`src/rtl/cfis_pkg.sv`:
```
// Package with data map, flag layout, vectors and instruction codes of the core control block.
package cfis_pkg;
  localparam int          PC_W         = 13;
  localparam int          STACK_DEPTH  = 8;
  localparam logic [7:0]  ADDR_IND0    = 8'h00;
  localparam logic [7:0]  ADDR_PTR0    = 8'h01;
  localparam logic [7:0]  ADDR_IND1    = 8'h02;
  localparam logic [7:0]  ADDR_PTR1    = 8'h03;
  localparam logic [7:0]  ADDR_WORK    = 8'h05;
  localparam logic [7:0]  ADDR_PCLOW   = 8'h06;
  localparam logic [7:0]  ADDR_FLAG    = 8'h0A;
  localparam logic [7:0]  ADDR_IRQCTL  = 8'h0B;
  localparam logic [7:0]  ADDR_RAM_LO  = 8'h20;
  localparam logic [7:0]  ADDR_RAM_HI  = 8'hFF;
  localparam logic [7:0]  READ_ZERO    = 8'h00;
  localparam int          FLAG_CARRY   = 0;
  localparam int          FLAG_HALF    = 1;
  localparam int          FLAG_NIL     = 2;
  localparam int          FLAG_WRAP    = 3;
  localparam int          FLAG_PDOWN   = 4;
  localparam int          FLAG_WDEXP   = 5;
  localparam logic [7:0]  FLAG_SW_MASK = 8'h0F;
  localparam int          IC_MASTER    = 0;
  localparam int          IC_EXT_EN    = 1;
  localparam int          IC_T0_EN     = 2;
  localparam int          IC_T1_EN     = 3;
  localparam int          IC_EXT_PEND  = 4;
  localparam int          IC_T0_PEND   = 5;
  localparam int          IC_T1_PEND   = 6;
  localparam logic [7:0]  IC_WR_MASK   = 8'h7F;
  localparam logic [12:0] VEC_RESET    = 13'h0000;
  localparam logic [12:0] VEC_EXT      = 13'h0004;
  localparam logic [12:0] VEC_TMR0     = 13'h0008;
  localparam logic [12:0] VEC_TMR1     = 13'h000C;
  typedef enum logic [2:0] {
    CFIS_OP_NONE,
    CFIS_OP_CALL,
    CFIS_OP_SUB_EXIT,
    CFIS_OP_IRQ_EXIT,
    CFIS_OP_WATCHDOG_KICK,
    CFIS_OP_SLEEP
  } cfis_op_t;
  typedef enum logic [2:0] {
    CFIS_ALU_NONE,
    CFIS_ALU_ADD,
    CFIS_ALU_SUB,
    CFIS_ALU_LOGIC,
    CFIS_ALU_ROT
  } cfis_alu_t;
endpackage : cfis_pkg

```
`src/rtl/cfis_return_stack.sv`:
```
// Eight-entry return-address stack that keeps the newest entries on overflow.
`timescale 1ns/100ps
`default_nettype none
module cfis_return_stack #(
  parameter int DEPTH = cfis_pkg::STACK_DEPTH,
  parameter int WIDTH = cfis_pkg::PC_W
) (
  input  wire logic             ref_clk,
  input  wire logic             rstn,
  input  wire logic             push,
  input  wire logic             pop,
  input  wire logic [WIDTH-1:0] pushData,
  output logic      [WIDTH-1:0] popData,
  output logic                  full
);
  localparam int IW = $clog2(DEPTH + 1);
  initial
  begin
    if (DEPTH < 2 || (DEPTH & (DEPTH - 1)) != 0) $error("DEPTH must be a power of two");
  end
  logic [WIDTH-1:0] entry [DEPTH];
  logic [IW-1:0]    returnStackIndex;
  logic [IW-2:0]    topSlot;
  assign topSlot = returnStackIndex[IW-2:0] - 1'b1;
  assign popData = entry[topSlot];
  assign full    = (returnStackIndex == IW'(DEPTH));
  // Index counts occupied entries; zero means empty after reset.
  always_ff @(posedge ref_clk or negedge rstn)
  begin
    if (!rstn)
      returnStackIndex <= '0;
    else if (push && !full)
      returnStackIndex <= returnStackIndex + 1'b1;
    else if (pop && !push && returnStackIndex != '0)
      returnStackIndex <= returnStackIndex - 1'b1;
  end
  // A push when full shifts out the oldest entry so the newest eight survive.
  genvar g;
  generate
    for (g = 0; g < DEPTH; g++)
    begin : g_entry
      always_ff @(posedge ref_clk or negedge rstn)
      begin
        if (!rstn)
          entry[g] <= '0;
        else if (push && full)
          entry[g] <= (g == DEPTH - 1) ? pushData : entry[(g + 1) % DEPTH];
        else if (push && returnStackIndex[IW-2:0] == (IW-1)'(g))
          entry[g] <= pushData;
      end
    end
  endgenerate
  a_stack_full_push: assert property (@(posedge ref_clk) disable iff (!rstn)
    push && full |=> full && popData == $past(pushData)) else $error("overflow push lost");
endmodule : cfis_return_stack
`default_nettype wire

```
`src/rtl/cfis_core_ctrl.sv`:
```
// Core control: return stack, flags, indirect data map and interrupt sequencer.
`timescale 1ns/100ps
`default_nettype none
// Operation
// - Eight-entry hidden stack of program counters only
// - Call or interrupt pushes; returns pop
// - Reset leaves the stack empty
// - Full stack holds interrupt pending, not taken
// - Call when full drops the oldest entry
// - Unused locations below 20H read zero
// - General storage spans 20H to FFH
// - Addresses 00H, 02H go through pointers
// - Pointer at indirect port: read zero, no write
// - Carry from add, no-borrow, rotate
// - Half carry from low-nibble carry
// - Nil flag when result is zero
// - Signed wrap when bit-7 carries differ
// - Power-down set by sleep, cleared by kick
// - Watchdog flag set on time-out, cleared by sleep or kick
// - Software writes cannot touch bits 4 and 5
// - Flags are never stacked automatically
// - Acknowledge clears the master enable
// - Falling external pin sets pending, vector 04H
// - Timer 0 overflow pending, vector 08H
// - Timer 1 overflow pending, vector 0CH
// - Timer 1 acknowledge clears its pending, master
// - Priority external, timer 0, timer 1
// - Interrupt return sets master; plain return does not
// - Control bits 0..3 enables; bit 7 zero
module cfis_core_ctrl #(
  parameter int PC_W = cfis_pkg::PC_W
) (
  input  wire logic                ref_clk,
  input  wire logic                rstn,
  input  wire logic [7:0]          regAddr,
  input  wire logic [7:0]          regWdata,
  input  wire logic                regWr,
  input  wire logic                regRd,
  output logic      [7:0]          regRdata,
  input  wire cfis_pkg::cfis_op_t  instrOp,
  input  wire logic [PC_W-1:0]     callTarget,
  input  wire logic [PC_W-1:0]     currentPc,
  input  wire cfis_pkg::cfis_alu_t aluOp,
  input  wire logic [7:0]          aluA,
  input  wire logic [7:0]          aluB,
  input  wire logic [7:0]          aluResult,
  input  wire logic                carryIn,
  input  wire logic                rotCarryOut,
  input  wire logic                watchdogTimeout,
  input  wire logic                tmr0Overflow,
  input  wire logic                tmr1Overflow,
  input  wire logic                extIrqPin_n,
  output logic                     pcLoad,
  output logic      [PC_W-1:0]     pcTarget,
  output logic                     irqAck,
  output logic      [7:0]          flagOut
);
  initial
  begin
    if (PC_W < 8 || PC_W > cfis_pkg::PC_W) $error("PC_W out of range");
  end

  // Storage: only 20H..FFH is backed by cells.
  logic [7:0] ram [224];
  logic [7:0] pointer0;
  logic [7:0] pointer1;
  logic [7:0] workingReg;
  logic [7:0] flagReg;
  logic       masterIrqEnable;
  logic       extIrqEnable, tmr0IrqEnable, tmr1IrqEnable;
  logic       extIrqPending, tmr0IrqPending, tmr1IrqPending;
  logic       pinSync1, pinSync2, pinPrev;

  // Indirect resolution for the software port.
  logic [7:0] effAddr;
  logic       effBlocked;
  always_comb
  begin
    effAddr    = regAddr;
    effBlocked = 1'b0;
    if (regAddr == cfis_pkg::ADDR_IND0)
      effAddr = pointer0;
    else if (regAddr == cfis_pkg::ADDR_IND1)
      effAddr = pointer1;
    if ((regAddr == cfis_pkg::ADDR_IND0 || regAddr == cfis_pkg::ADDR_IND1)
        && (effAddr == cfis_pkg::ADDR_IND0 || effAddr == cfis_pkg::ADDR_IND1))
      effBlocked = 1'b1;
  end
  logic wrEff;
  assign wrEff = regWr && !effBlocked;

  // Pin passes two flops; the edge detector compares the second with its delayed copy.
  always_ff @(posedge ref_clk or negedge rstn)
  begin
    if (!rstn)
      {pinSync1, pinSync2, pinPrev} <= 3'b111;
    else
      {pinSync1, pinSync2, pinPrev} <= {extIrqPin_n, pinSync1, pinSync2};
  end
  logic extFall;
  assign extFall = pinPrev && !pinSync2;

  // Return stack.
  logic [PC_W-1:0] stackTop;
  logic            stackFull, takeIrq, doCall, doReturn;
  assign doCall   = instrOp == cfis_pkg::CFIS_OP_CALL;
  assign doReturn = instrOp == cfis_pkg::CFIS_OP_SUB_EXIT
                 || instrOp == cfis_pkg::CFIS_OP_IRQ_EXIT;
  // Only the program counter goes on the stack; flags stay put.
  cfis_return_stack #(
    .DEPTH (cfis_pkg::STACK_DEPTH),
    .WIDTH (PC_W)
  ) u_stack (
    .ref_clk  (ref_clk),
    .rstn     (rstn),
    .push     (doCall || takeIrq),
    .pop      (doReturn),
    .pushData (currentPc),
    .popData  (stackTop),
    .full     (stackFull)
  );

  // Interrupt arbitration; a return in flight frees a slot first, so no take that cycle.
  logic extReady, t0Ready, t1Ready;
  assign extReady = extIrqPending && extIrqEnable;
  assign t0Ready  = tmr0IrqPending && tmr0IrqEnable;
  assign t1Ready  = tmr1IrqPending && tmr1IrqEnable;
  // Calls and returns own the stack in their cycle; the interrupt waits for a cycle with neither.
  assign takeIrq = masterIrqEnable && !stackFull && !doCall && !doReturn
                && (extReady || t0Ready || t1Ready);
  logic takeExt, takeT0, takeT1;
  assign takeExt = takeIrq && extReady;
  assign takeT0  = takeIrq && !extReady && t0Ready;
  assign takeT1  = takeIrq && !extReady && !t0Ready && t1Ready;

  // Program counter redirection outputs.
  always_ff @(posedge ref_clk or negedge rstn)
  begin
    if (!rstn)
    begin
      pcLoad   <= 1'b0;
      pcTarget <= cfis_pkg::VEC_RESET[PC_W-1:0];
      irqAck   <= 1'b0;
    end
    else
    begin
      pcLoad <= takeIrq || doCall || doReturn;
      irqAck <= takeIrq;
      if (takeExt)
        pcTarget <= cfis_pkg::VEC_EXT[PC_W-1:0];
      else if (takeT0)
        pcTarget <= cfis_pkg::VEC_TMR0[PC_W-1:0];
      else if (takeT1)
        pcTarget <= cfis_pkg::VEC_TMR1[PC_W-1:0];
      else if (doCall)
        pcTarget <= callTarget;
      else if (doReturn)
        pcTarget <= stackTop;
    end
  end

  // Interrupt control register: enables, master and sticky pending flags.
  logic icWr;
  assign icWr = wrEff && effAddr == cfis_pkg::ADDR_IRQCTL;
  always_ff @(posedge ref_clk or negedge rstn)
  begin
    if (!rstn)
      {tmr1IrqEnable, tmr0IrqEnable, extIrqEnable} <= 3'b000;
    else if (icWr)
      {tmr1IrqEnable, tmr0IrqEnable, extIrqEnable}
        <= {regWdata[cfis_pkg::IC_T1_EN], regWdata[cfis_pkg::IC_T0_EN],
            regWdata[cfis_pkg::IC_EXT_EN]};
  end
  always_ff @(posedge ref_clk or negedge rstn)
  begin
    if (!rstn)
      masterIrqEnable <= 1'b0;
    else if (takeIrq)
      masterIrqEnable <= 1'b0;
    else if (instrOp == cfis_pkg::CFIS_OP_IRQ_EXIT)
      masterIrqEnable <= 1'b1;
    else if (icWr)
      masterIrqEnable <= regWdata[cfis_pkg::IC_MASTER];
  end
  // Hardware set wins over a software clear in the same cycle.
  always_ff @(posedge ref_clk or negedge rstn)
  begin
    if (!rstn)
      {extIrqPending, tmr0IrqPending, tmr1IrqPending} <= 3'b000;
    else
    begin
      if (extFall)
        extIrqPending <= 1'b1;
      else if (takeExt)
        extIrqPending <= 1'b0;
      else if (icWr)
        extIrqPending <= regWdata[cfis_pkg::IC_EXT_PEND];
      if (tmr0Overflow)
        tmr0IrqPending <= 1'b1;
      else if (takeT0)
        tmr0IrqPending <= 1'b0;
      else if (icWr)
        tmr0IrqPending <= regWdata[cfis_pkg::IC_T0_PEND];
      if (tmr1Overflow)
        tmr1IrqPending <= 1'b1;
      else if (takeT1)
        tmr1IrqPending <= 1'b0;
      else if (icWr)
        tmr1IrqPending <= regWdata[cfis_pkg::IC_T1_PEND];
    end
  end

  // Flags from the ALU.
  logic [8:0] sum9;
  logic [4:0] sum5;
  logic [7:0] sum7;
  logic [7:0] bOp;
  logic       isArith;
  always_comb
  begin
    bOp     = (aluOp == cfis_pkg::CFIS_ALU_SUB) ? ~aluB : aluB;
    sum9    = {1'b0, aluA} + {1'b0, bOp} + {8'h00, carryIn};
    sum5    = {1'b0, aluA[3:0]} + {1'b0, bOp[3:0]} + {4'h0, carryIn};
    sum7    = {1'b0, aluA[6:0]} + {1'b0, bOp[6:0]} + {7'h00, carryIn};
    isArith = aluOp == cfis_pkg::CFIS_ALU_ADD || aluOp == cfis_pkg::CFIS_ALU_SUB;
  end
  logic flagWr;
  assign flagWr = wrEff && effAddr == cfis_pkg::ADDR_FLAG;
  always_ff @(posedge ref_clk or negedge rstn)
  begin
    if (!rstn)
      flagReg[3:0] <= 4'h0;
    else if (flagWr)
      flagReg[3:0] <= regWdata[3:0] & cfis_pkg::FLAG_SW_MASK[3:0];
    else
    begin
      if (isArith)
      begin
        // Subtraction uses A + ~B + carry, so carry out means no borrow.
        flagReg[cfis_pkg::FLAG_CARRY] <= sum9[8];
        flagReg[cfis_pkg::FLAG_HALF]  <= sum5[4];
        flagReg[cfis_pkg::FLAG_WRAP]  <= sum7[7] ^ sum9[8];
      end
      else if (aluOp == cfis_pkg::CFIS_ALU_ROT)
        flagReg[cfis_pkg::FLAG_CARRY] <= rotCarryOut;
      if (isArith || aluOp == cfis_pkg::CFIS_ALU_LOGIC)
        flagReg[cfis_pkg::FLAG_NIL] <= aluResult == 8'h00;
    end
  end
  // Power-down and watchdog flags ignore software writes.
  always_ff @(posedge ref_clk or negedge rstn)
  begin
    if (!rstn)
      flagReg[7:4] <= 4'h0;
    else
    begin
      if (instrOp == cfis_pkg::CFIS_OP_SLEEP)
        flagReg[cfis_pkg::FLAG_PDOWN] <= 1'b1;
      else if (instrOp == cfis_pkg::CFIS_OP_WATCHDOG_KICK)
        flagReg[cfis_pkg::FLAG_PDOWN] <= 1'b0;
      // A time-out in the same cycle as a clear is kept.
      if (watchdogTimeout)
        flagReg[cfis_pkg::FLAG_WDEXP] <= 1'b1;
      else if (instrOp == cfis_pkg::CFIS_OP_SLEEP
               || instrOp == cfis_pkg::CFIS_OP_WATCHDOG_KICK)
        flagReg[cfis_pkg::FLAG_WDEXP] <= 1'b0;
    end
  end
  always_ff @(posedge ref_clk or negedge rstn)
  begin
    if (!rstn)
      flagOut <= 8'h00;
    else
      flagOut <= {2'b00, flagReg[5:0]};
  end

  // Plain registers and general storage.
  always_ff @(posedge ref_clk or negedge rstn)
  begin
    if (!rstn)
      {pointer0, pointer1, workingReg} <= 24'h000000;
    else if (wrEff)
    begin
      if (effAddr == cfis_pkg::ADDR_PTR0)
        pointer0 <= regWdata;
      if (effAddr == cfis_pkg::ADDR_PTR1)
        pointer1 <= regWdata;
      if (effAddr == cfis_pkg::ADDR_WORK)
        workingReg <= regWdata;
    end
  end
  genvar gi;
  generate
    for (gi = 0; gi < 224; gi++)
    begin : g_ram
      always_ff @(posedge ref_clk)
      begin
        if (wrEff && effAddr == 8'(gi + 32))
          ram[gi] <= regWdata;
      end
    end
  endgenerate

  // Read path: one cycle later; unmapped and blocked reads give zero.
  logic [7:0] next_rdata;
  always_comb
  begin
    next_rdata = cfis_pkg::READ_ZERO;
    if (effBlocked)
      next_rdata = cfis_pkg::READ_ZERO;
    else if (effAddr >= cfis_pkg::ADDR_RAM_LO)
      next_rdata = ram[effAddr - cfis_pkg::ADDR_RAM_LO];
    else
      unique case (effAddr)
        cfis_pkg::ADDR_PTR0:   next_rdata = pointer0;
        cfis_pkg::ADDR_PTR1:   next_rdata = pointer1;
        cfis_pkg::ADDR_WORK:   next_rdata = workingReg;
        cfis_pkg::ADDR_PCLOW:  next_rdata = currentPc[7:0];
        cfis_pkg::ADDR_FLAG:   next_rdata = {2'b00, flagReg[5:0]};
        cfis_pkg::ADDR_IRQCTL: next_rdata = {1'b0, tmr1IrqPending, tmr0IrqPending,
                                            extIrqPending, tmr1IrqEnable, tmr0IrqEnable,
                                            extIrqEnable, masterIrqEnable};
        default:               next_rdata = cfis_pkg::READ_ZERO;
      endcase
  end
  always_ff @(posedge ref_clk or negedge rstn)
  begin
    if (!rstn)
      regRdata <= 8'h00;
    else if (regRd)
      regRdata <= next_rdata;
    else
      regRdata <= 8'h00;
  end

  a_ack_clears_master: assert property (@(posedge ref_clk) disable iff (!rstn)
    takeIrq |=> !masterIrqEnable && irqAck) else $error("ack kept master on");
  a_full_blocks_ack: assert property (@(posedge ref_clk) disable iff (!rstn)
    stackFull |=> !irqAck) else $error("ack with full stack");
  a_ext_vector: assert property (@(posedge ref_clk) disable iff (!rstn)
    takeExt && !extFall |=> pcTarget == cfis_pkg::VEC_EXT[PC_W-1:0] && !extIrqPending)
    else $error("external vector wrong");
  a_t0_priority: assert property (@(posedge ref_clk) disable iff (!rstn)
    takeIrq && t0Ready && !extReady
    |=> irqAck && pcTarget == cfis_pkg::VEC_TMR0[PC_W-1:0])
    else $error("timer 0 order wrong");
  a_t1_vector: assert property (@(posedge ref_clk) disable iff (!rstn)
    takeT1 && !tmr1Overflow |=> pcTarget == cfis_pkg::VEC_TMR1[PC_W-1:0] && !tmr1IrqPending)
    else $error("timer 1 vector wrong");
  a_irq_exit_master: assert property (@(posedge ref_clk) disable iff (!rstn)
    instrOp == cfis_pkg::CFIS_OP_IRQ_EXIT |=> masterIrqEnable)
    else $error("irq exit left master off");
  a_flag_sw_safe: assert property (@(posedge ref_clk) disable iff (!rstn)
    flagWr && instrOp == cfis_pkg::CFIS_OP_NONE && !watchdogTimeout
    |=> flagReg[5:4] == $past(flagReg[5:4])) else $error("write hit protected flags");
  a_sleep_flags: assert property (@(posedge ref_clk) disable iff (!rstn)
    instrOp == cfis_pkg::CFIS_OP_SLEEP && !watchdogTimeout
    |=> ##1 flagOut[5:4] == 2'b01) else $error("sleep flags wrong");
  a_ind_blocked_read: assert property (@(posedge ref_clk) disable iff (!rstn)
    regRd && effBlocked |=> regRdata == 8'h00) else $error("self indirect read nonzero");
  a_pending_sticky: assert property (@(posedge ref_clk) disable iff (!rstn)
    extIrqPending && !takeExt && !icWr |=> extIrqPending) else $error("pending lost");
endmodule : cfis_core_ctrl
`default_nettype wire

```
`config.mk`:
```
export PLATFORM = sky130hd
export DESIGN_NAME = cfis_core_ctrl
export DESIGN_NICKNAME = d
export VERILOG_FILES = /design/src/rtl/cfis_pkg.sv /design/src/rtl/cfis_return_stack.sv /design/src/rtl/cfis_core_ctrl.sv
export SDC_FILE = /design/constraint.sdc
export NUM_CORES = 2
export LEC_CHECK = 0
export ABC_AREA = 1
export BUFFER_PORTS_ARGS = -buffer_cell sky130_fd_sc_hd__buf_2
export CORE_ASPECT_RATIO = 0.5
export CORE_MARGIN = 10
export CORE_UTILIZATION = 55
export DETAILED_ROUTE_END_ITERATION = 10
export PLACE_DENSITY = 0.69
export SYNTH_ARGS = -nofsm -noshare
export SYNTH_HDL_FRONTEND = slang
export SYNTH_HIERARCHICAL = 1
export SYNTH_SLANG_ARGS = --single-unit
export TNS_END_PERCENT = 5
```
`constraint.sdc`:
```
create_clock -name ref_clk -period 6.7 [get_ports ref_clk]
set_input_delay 0.335 -clock ref_clk [delete_from_list [all_inputs] [get_ports ref_clk]]
set_output_delay 0.335 -clock ref_clk [all_outputs]
set_load 0.05 [all_outputs]
```
==> metrics.log <==
[metrics] status: finished, final reports clean
[metrics] number of antenna violations at the first check in global routing: 3
[metrics] required time reported for the critical path endpoint: ~7.5 ns
[metrics] relative contribution of sequential cells to total power: 0.506
[metrics] sequential cell area fraction in the yosys report: 0.666
[metrics] clock share of power: 0.368
[metrics] post-synthesis instance area: around 87000 µm²
[metrics] fillcell total: about 13k
[metrics] # setup viols final: 0
[metrics] initial cell density of the core: 0.554
[metrics] Worst Path Class, Setup: flip-flop to flip-flop
[metrics] Die Outline Area: around 180000 µm²
[metrics] Clock transition at path regs: 0.07 ns
[metrics] number of buffers inserted during clock tree synthesis: 180
[metrics] first-pass GRT wire length: 362 mm
[metrics] number of clock sinks: 1969
[metrics] # H-tree levels: 4
[metrics] Bufs on Longest Clock Path: 4
[metrics] Post-Route Setup TNS: 0 ns
[metrics] data arrival time of the critical path: 5.44 ns
[metrics] post-layout min period: 4.69 ns
[metrics] antenna-violating nets left: 0
[metrics] Peak supply drop: 278 µV
[metrics] combinational share of power: 0.125
[metrics] areal power density over the cells: 290 nW/µm²
[metrics] via count of the first global-routing pass: 58.9k
[metrics] Sw Share: 0.264
[metrics] P_leak: roughly 0.040 µW
[metrics] CTS tree: done
[metrics] average wire per standard cell: 21.7 µm
[metrics] RD Place Congestion: between 0.9 and 1
[metrics] crit share post-route: 0.700
[metrics] Critical Path End Type: flip-flop
[metrics] share of flip-flops with an asynchronous set or reset after synthesis: 0.0899
[metrics] Final HPWL DP: between 100 and 150 mm
[metrics] Root Buffer Master: sky130_fd_sc_hd__clkbuf_16
[metrics] Primary FF master, synth: sky130_fd_sc_hd__edfxtp_1
[metrics] wirelength, routed: 242 mm
[metrics] area occupied by registers: between 50000 and 60000 µm²
[metrics] most numerous cell in the Yosys netlist: sky130_fd_sc_hd__nand2_1
[metrics] portion of synthesized cell area occupied by the leading cell type: 0.615
[metrics] Port Buffer Count: 110
[metrics] synthesis-stage register bit count: 1969
[metrics] Netlist cell types: 47
[metrics] Avg Inst Size Synth: 9.77 µm²
[metrics] Hold Path Class: primary input to flip-flop
[metrics] number of slew-limit violations in the final report: 0
[metrics] internal power of the cells: 20400 µW
[metrics] launching element type of the critical path: flip-flop
[metrics] transition time of the tightest slew-check pin: 1.24 ns
[metrics] number of top-level pins: 113
[metrics] largest net degree at the start of global routing: ~200
[metrics] # rows: slightly above 100
[metrics] 1st-pass router iterations: 6
[metrics] most instantiated cells after synthesis: 3284 x sky130_fd_sc_hd__nand2_1, 1792 x sky130_fd_sc_hd__edfxtp_1, 1010 x sky130_fd_sc_hd__inv_1, 840 x sky130_fd_sc_hd__nor2_1, 551 x sky130_fd_sc_hd__o21ai_0
[metrics] max-cap viol count: 0
[metrics] Iter 0 DRT Violations: 7799
[metrics] Skew-Pair Late Insertion Delay: 0.82 ns
[metrics] overall global routing resource usage: 0.268
[metrics] setup repair after global routing missed its margin: false
[metrics] Mapped Cells: 8946
[metrics] number of flops mapped to enable cells by yosys: 1792
[metrics] Gates resized, CTS repair: 0
[metrics] global route total overflow: 0
[metrics] area of the multi-input gates: 23400 µm²
[metrics] biggest area consumer among synthesized cells: sky130_fd_sc_hd__edfxtp_1
[metrics] cells taking the most area after synthesis: sky130_fd_sc_hd__edfxtp_1 62%, sky130_fd_sc_hd__nand2_1 14%, sky130_fd_sc_hd__dfrtp_1 5.0%
[metrics] Die Span Y: 302 µm
[metrics] DRC errors left: 0
[metrics] worst setup skew after layout: 0.0502 ns
[metrics] worst hold start: regWdata[4]
[metrics] Avg Vias per Cell: 5.53
[metrics] final layout net count: 9016
[metrics] proportion of layout cells with a drive suffix above 1: 0.0618
[metrics] start point of the critical path: pointer0[0]
[metrics] Floorplan Core Area: 158000 µm²
[metrics] routed via count: 61.7k
[metrics] layout overhead on the synthesized area: 9.62%
[metrics] Fin. Hold Viols: 0
[metrics] reg2reg start: pointer0[0]
[metrics] maximum fanout encountered on the critical timing path: 62
[metrics] width of the die: 584 µm
[metrics] fmax: 0.213 GHz
[metrics] area of placed instances: 89700 µm²
[metrics] net switching component of the power: about 7300 µW
[metrics] Rel. slew slack: 0.175
[metrics] Final Cell Area: 95900 µm²
[metrics] number of warnings printed during yosys synthesis: 6
## logic make-up after synthesis
| group | count (synthesis) | synth area share |
|---|---|---|
| buffers and inverters | 1490 | 0.0677 |
| adder cells (fa/ha/maj) | 17 | 0.00252 |
| other | 1 | 0.0000429 |
| AO/OA/AOI/OAI | 868 | 0.0524 |
| flip-flops | 1969 | 0.666 |
| XOR/XNOR | 12 | 0.00120 |
| AND/OR/NAND/NOR | 4589 | 0.210 |
## metrics by stage
stage,power (µW),instances,worst slack (ns),hold WS [ns],utilization
2_1_floorplan,16500,8947,3.57,0.0394,-
3_3_place_gp,17700,10800,1.94,0.257,0.568
3_5_place_dp,17700,10800,1.89,0.259,0.568
4_1_cts,27800,11100,2.33,0.00112,0.607
5_1_grt,28700,11100,2.00,0.0211,0.607
6_report,27800,11200,2.01,0.0224,0.607
## area by class of cell
| class | instances | area share |
|---|---|---|
| clock buffers | 221 | 0.0499 |
| repair buffers | 245 | 0.0212 |
| diodes | 3 | 0.0000783 |
| inverters | 1033 | 0.0406 |
| multi-input cells | 5488 | 0.244 |
| flip-flops and latches | 1969 | 0.608 |
| well taps | 2100 | 0.0274 |
| clock inverters | 93 | 0.00912 |
## layout by cell type, fill, tap and decap left out, types with 9 or more instances in the layout
cell type                          n
sky130_fd_sc_hd__nand2_1        3277
sky130_fd_sc_hd__edfxtp_1       1792
sky130_fd_sc_hd__inv_1          1007
sky130_fd_sc_hd__nor2_1          838
sky130_fd_sc_hd__o21ai_0         551
sky130_fd_sc_hd__nand3_1         201
sky130_fd_sc_hd__clkbuf_16       184
sky130_fd_sc_hd__dfrtp_1         173
sky130_fd_sc_hd__nand3b_1        169
sky130_fd_sc_hd__o21ai_1         111
sky130_fd_sc_hd__a21oi_1         106
sky130_fd_sc_hd__buf_2           101
sky130_fd_sc_hd__buf_4            68
sky130_fd_sc_hd__or2_2            52
sky130_fd_sc_hd__dlygate4sd3_1    45
sky130_fd_sc_hd__clkinv_1         41
sky130_fd_sc_hd__o211ai_1         41
sky130_fd_sc_hd__clkbuf_1         33
sky130_fd_sc_hd__clkinv_2         26
sky130_fd_sc_hd__buf_12           22
sky130_fd_sc_hd__inv_2            17
sky130_fd_sc_hd__a31oi_1          16
sky130_fd_sc_hd__ha_1             16
sky130_fd_sc_hd__bufinv_16        16
sky130_fd_sc_hd__nor3_1           12
sky130_fd_sc_hd__xnor2_1          10
sky130_fd_sc_hd__nand2_2          10
sky130_fd_sc_hd__clkinvlp_4       10
sky130_fd_sc_hd__o21bai_1          9
## final timing paths
kind,end,depth (start not counted),slack [ns]
max,regRdata[3],14,2.01
min in group asynchronous,u_stack/entry[9],3,0.11
max reg2reg,regRdata[3],14,2.01
min reg2reg,pinPrev,0,0.34
max in group asynchronous,u_stack/returnStackIndex[0],3,5.59
min,ram[170][4],1,0.02
## routing by layer
layer  up-vias  wire (µm)  global-route usage
met2      3020     107000               0.417
met5         -         58                   0
met4         8       8050              0.0854
met3       485      27400              0.0682
li1      28800          -                   -
met1     29400      99200               0.371
## sequential cells by signal, summed over array words and instances, names as in the netlist, 4 cells and up
signal / count
flagOut: 6
flagReg: 6
pcTarget: 13
pointer0: 8
pointer1: 8
ram: 1792
regRdata: 8
u_stack/entry: 104
u_stack/returnStackIndex: 4
workingReg: 8
## power by group through the flow
| stage | Clock (µW) | Sequential [µW] | Combinational (µW) |
|---|---|---|---|
| global route | 10800 | 14100 | 3870 |
| floorplan | 0 | 14400 | 2070 |
| detailed placement | 0 | 14300 | 3400 |
| global placement | 0 | 14300 | 3360 |
| CTS | 10300 | 14000 | 3440 |
| finish | 10200 | 14100 | 3480 |
## critical path, stage by stage, from the launching register on
cell and delay (ns):
sky130_fd_sc_hd__dfrtp_1 0.46, sky130_fd_sc_hd__nand2_8 0.35, sky130_fd_sc_hd__nand3_4 0.47, sky130_fd_sc_hd__nand2_8 0.64, sky130_fd_sc_hd__buf_4 0.66, sky130_fd_sc_hd__nor2_1 0.09
sky130_fd_sc_hd__nor2_1 0.16, sky130_fd_sc_hd__nand3_1 0.09, sky130_fd_sc_hd__nand2_1 0.07, sky130_fd_sc_hd__nand2_1 0.09, sky130_fd_sc_hd__o21ai_0 0.53, sky130_fd_sc_hd__nand3_1 0.51
sky130_fd_sc_hd__nand2_1 0.24, sky130_fd_sc_hd__nand2_1 0.08, sky130_fd_sc_hd__a21oi_1 0.12
## what timing repair did
| item | 4_1_cts | 5_1_grt |
|---|---|---|
| setup buffers | 0 | 0 |
| hold buffers | 46 | 0 |
| hold endpoints to repair | 121 | 0 |
Note: power is estimated with default switching activity, not from simulation.
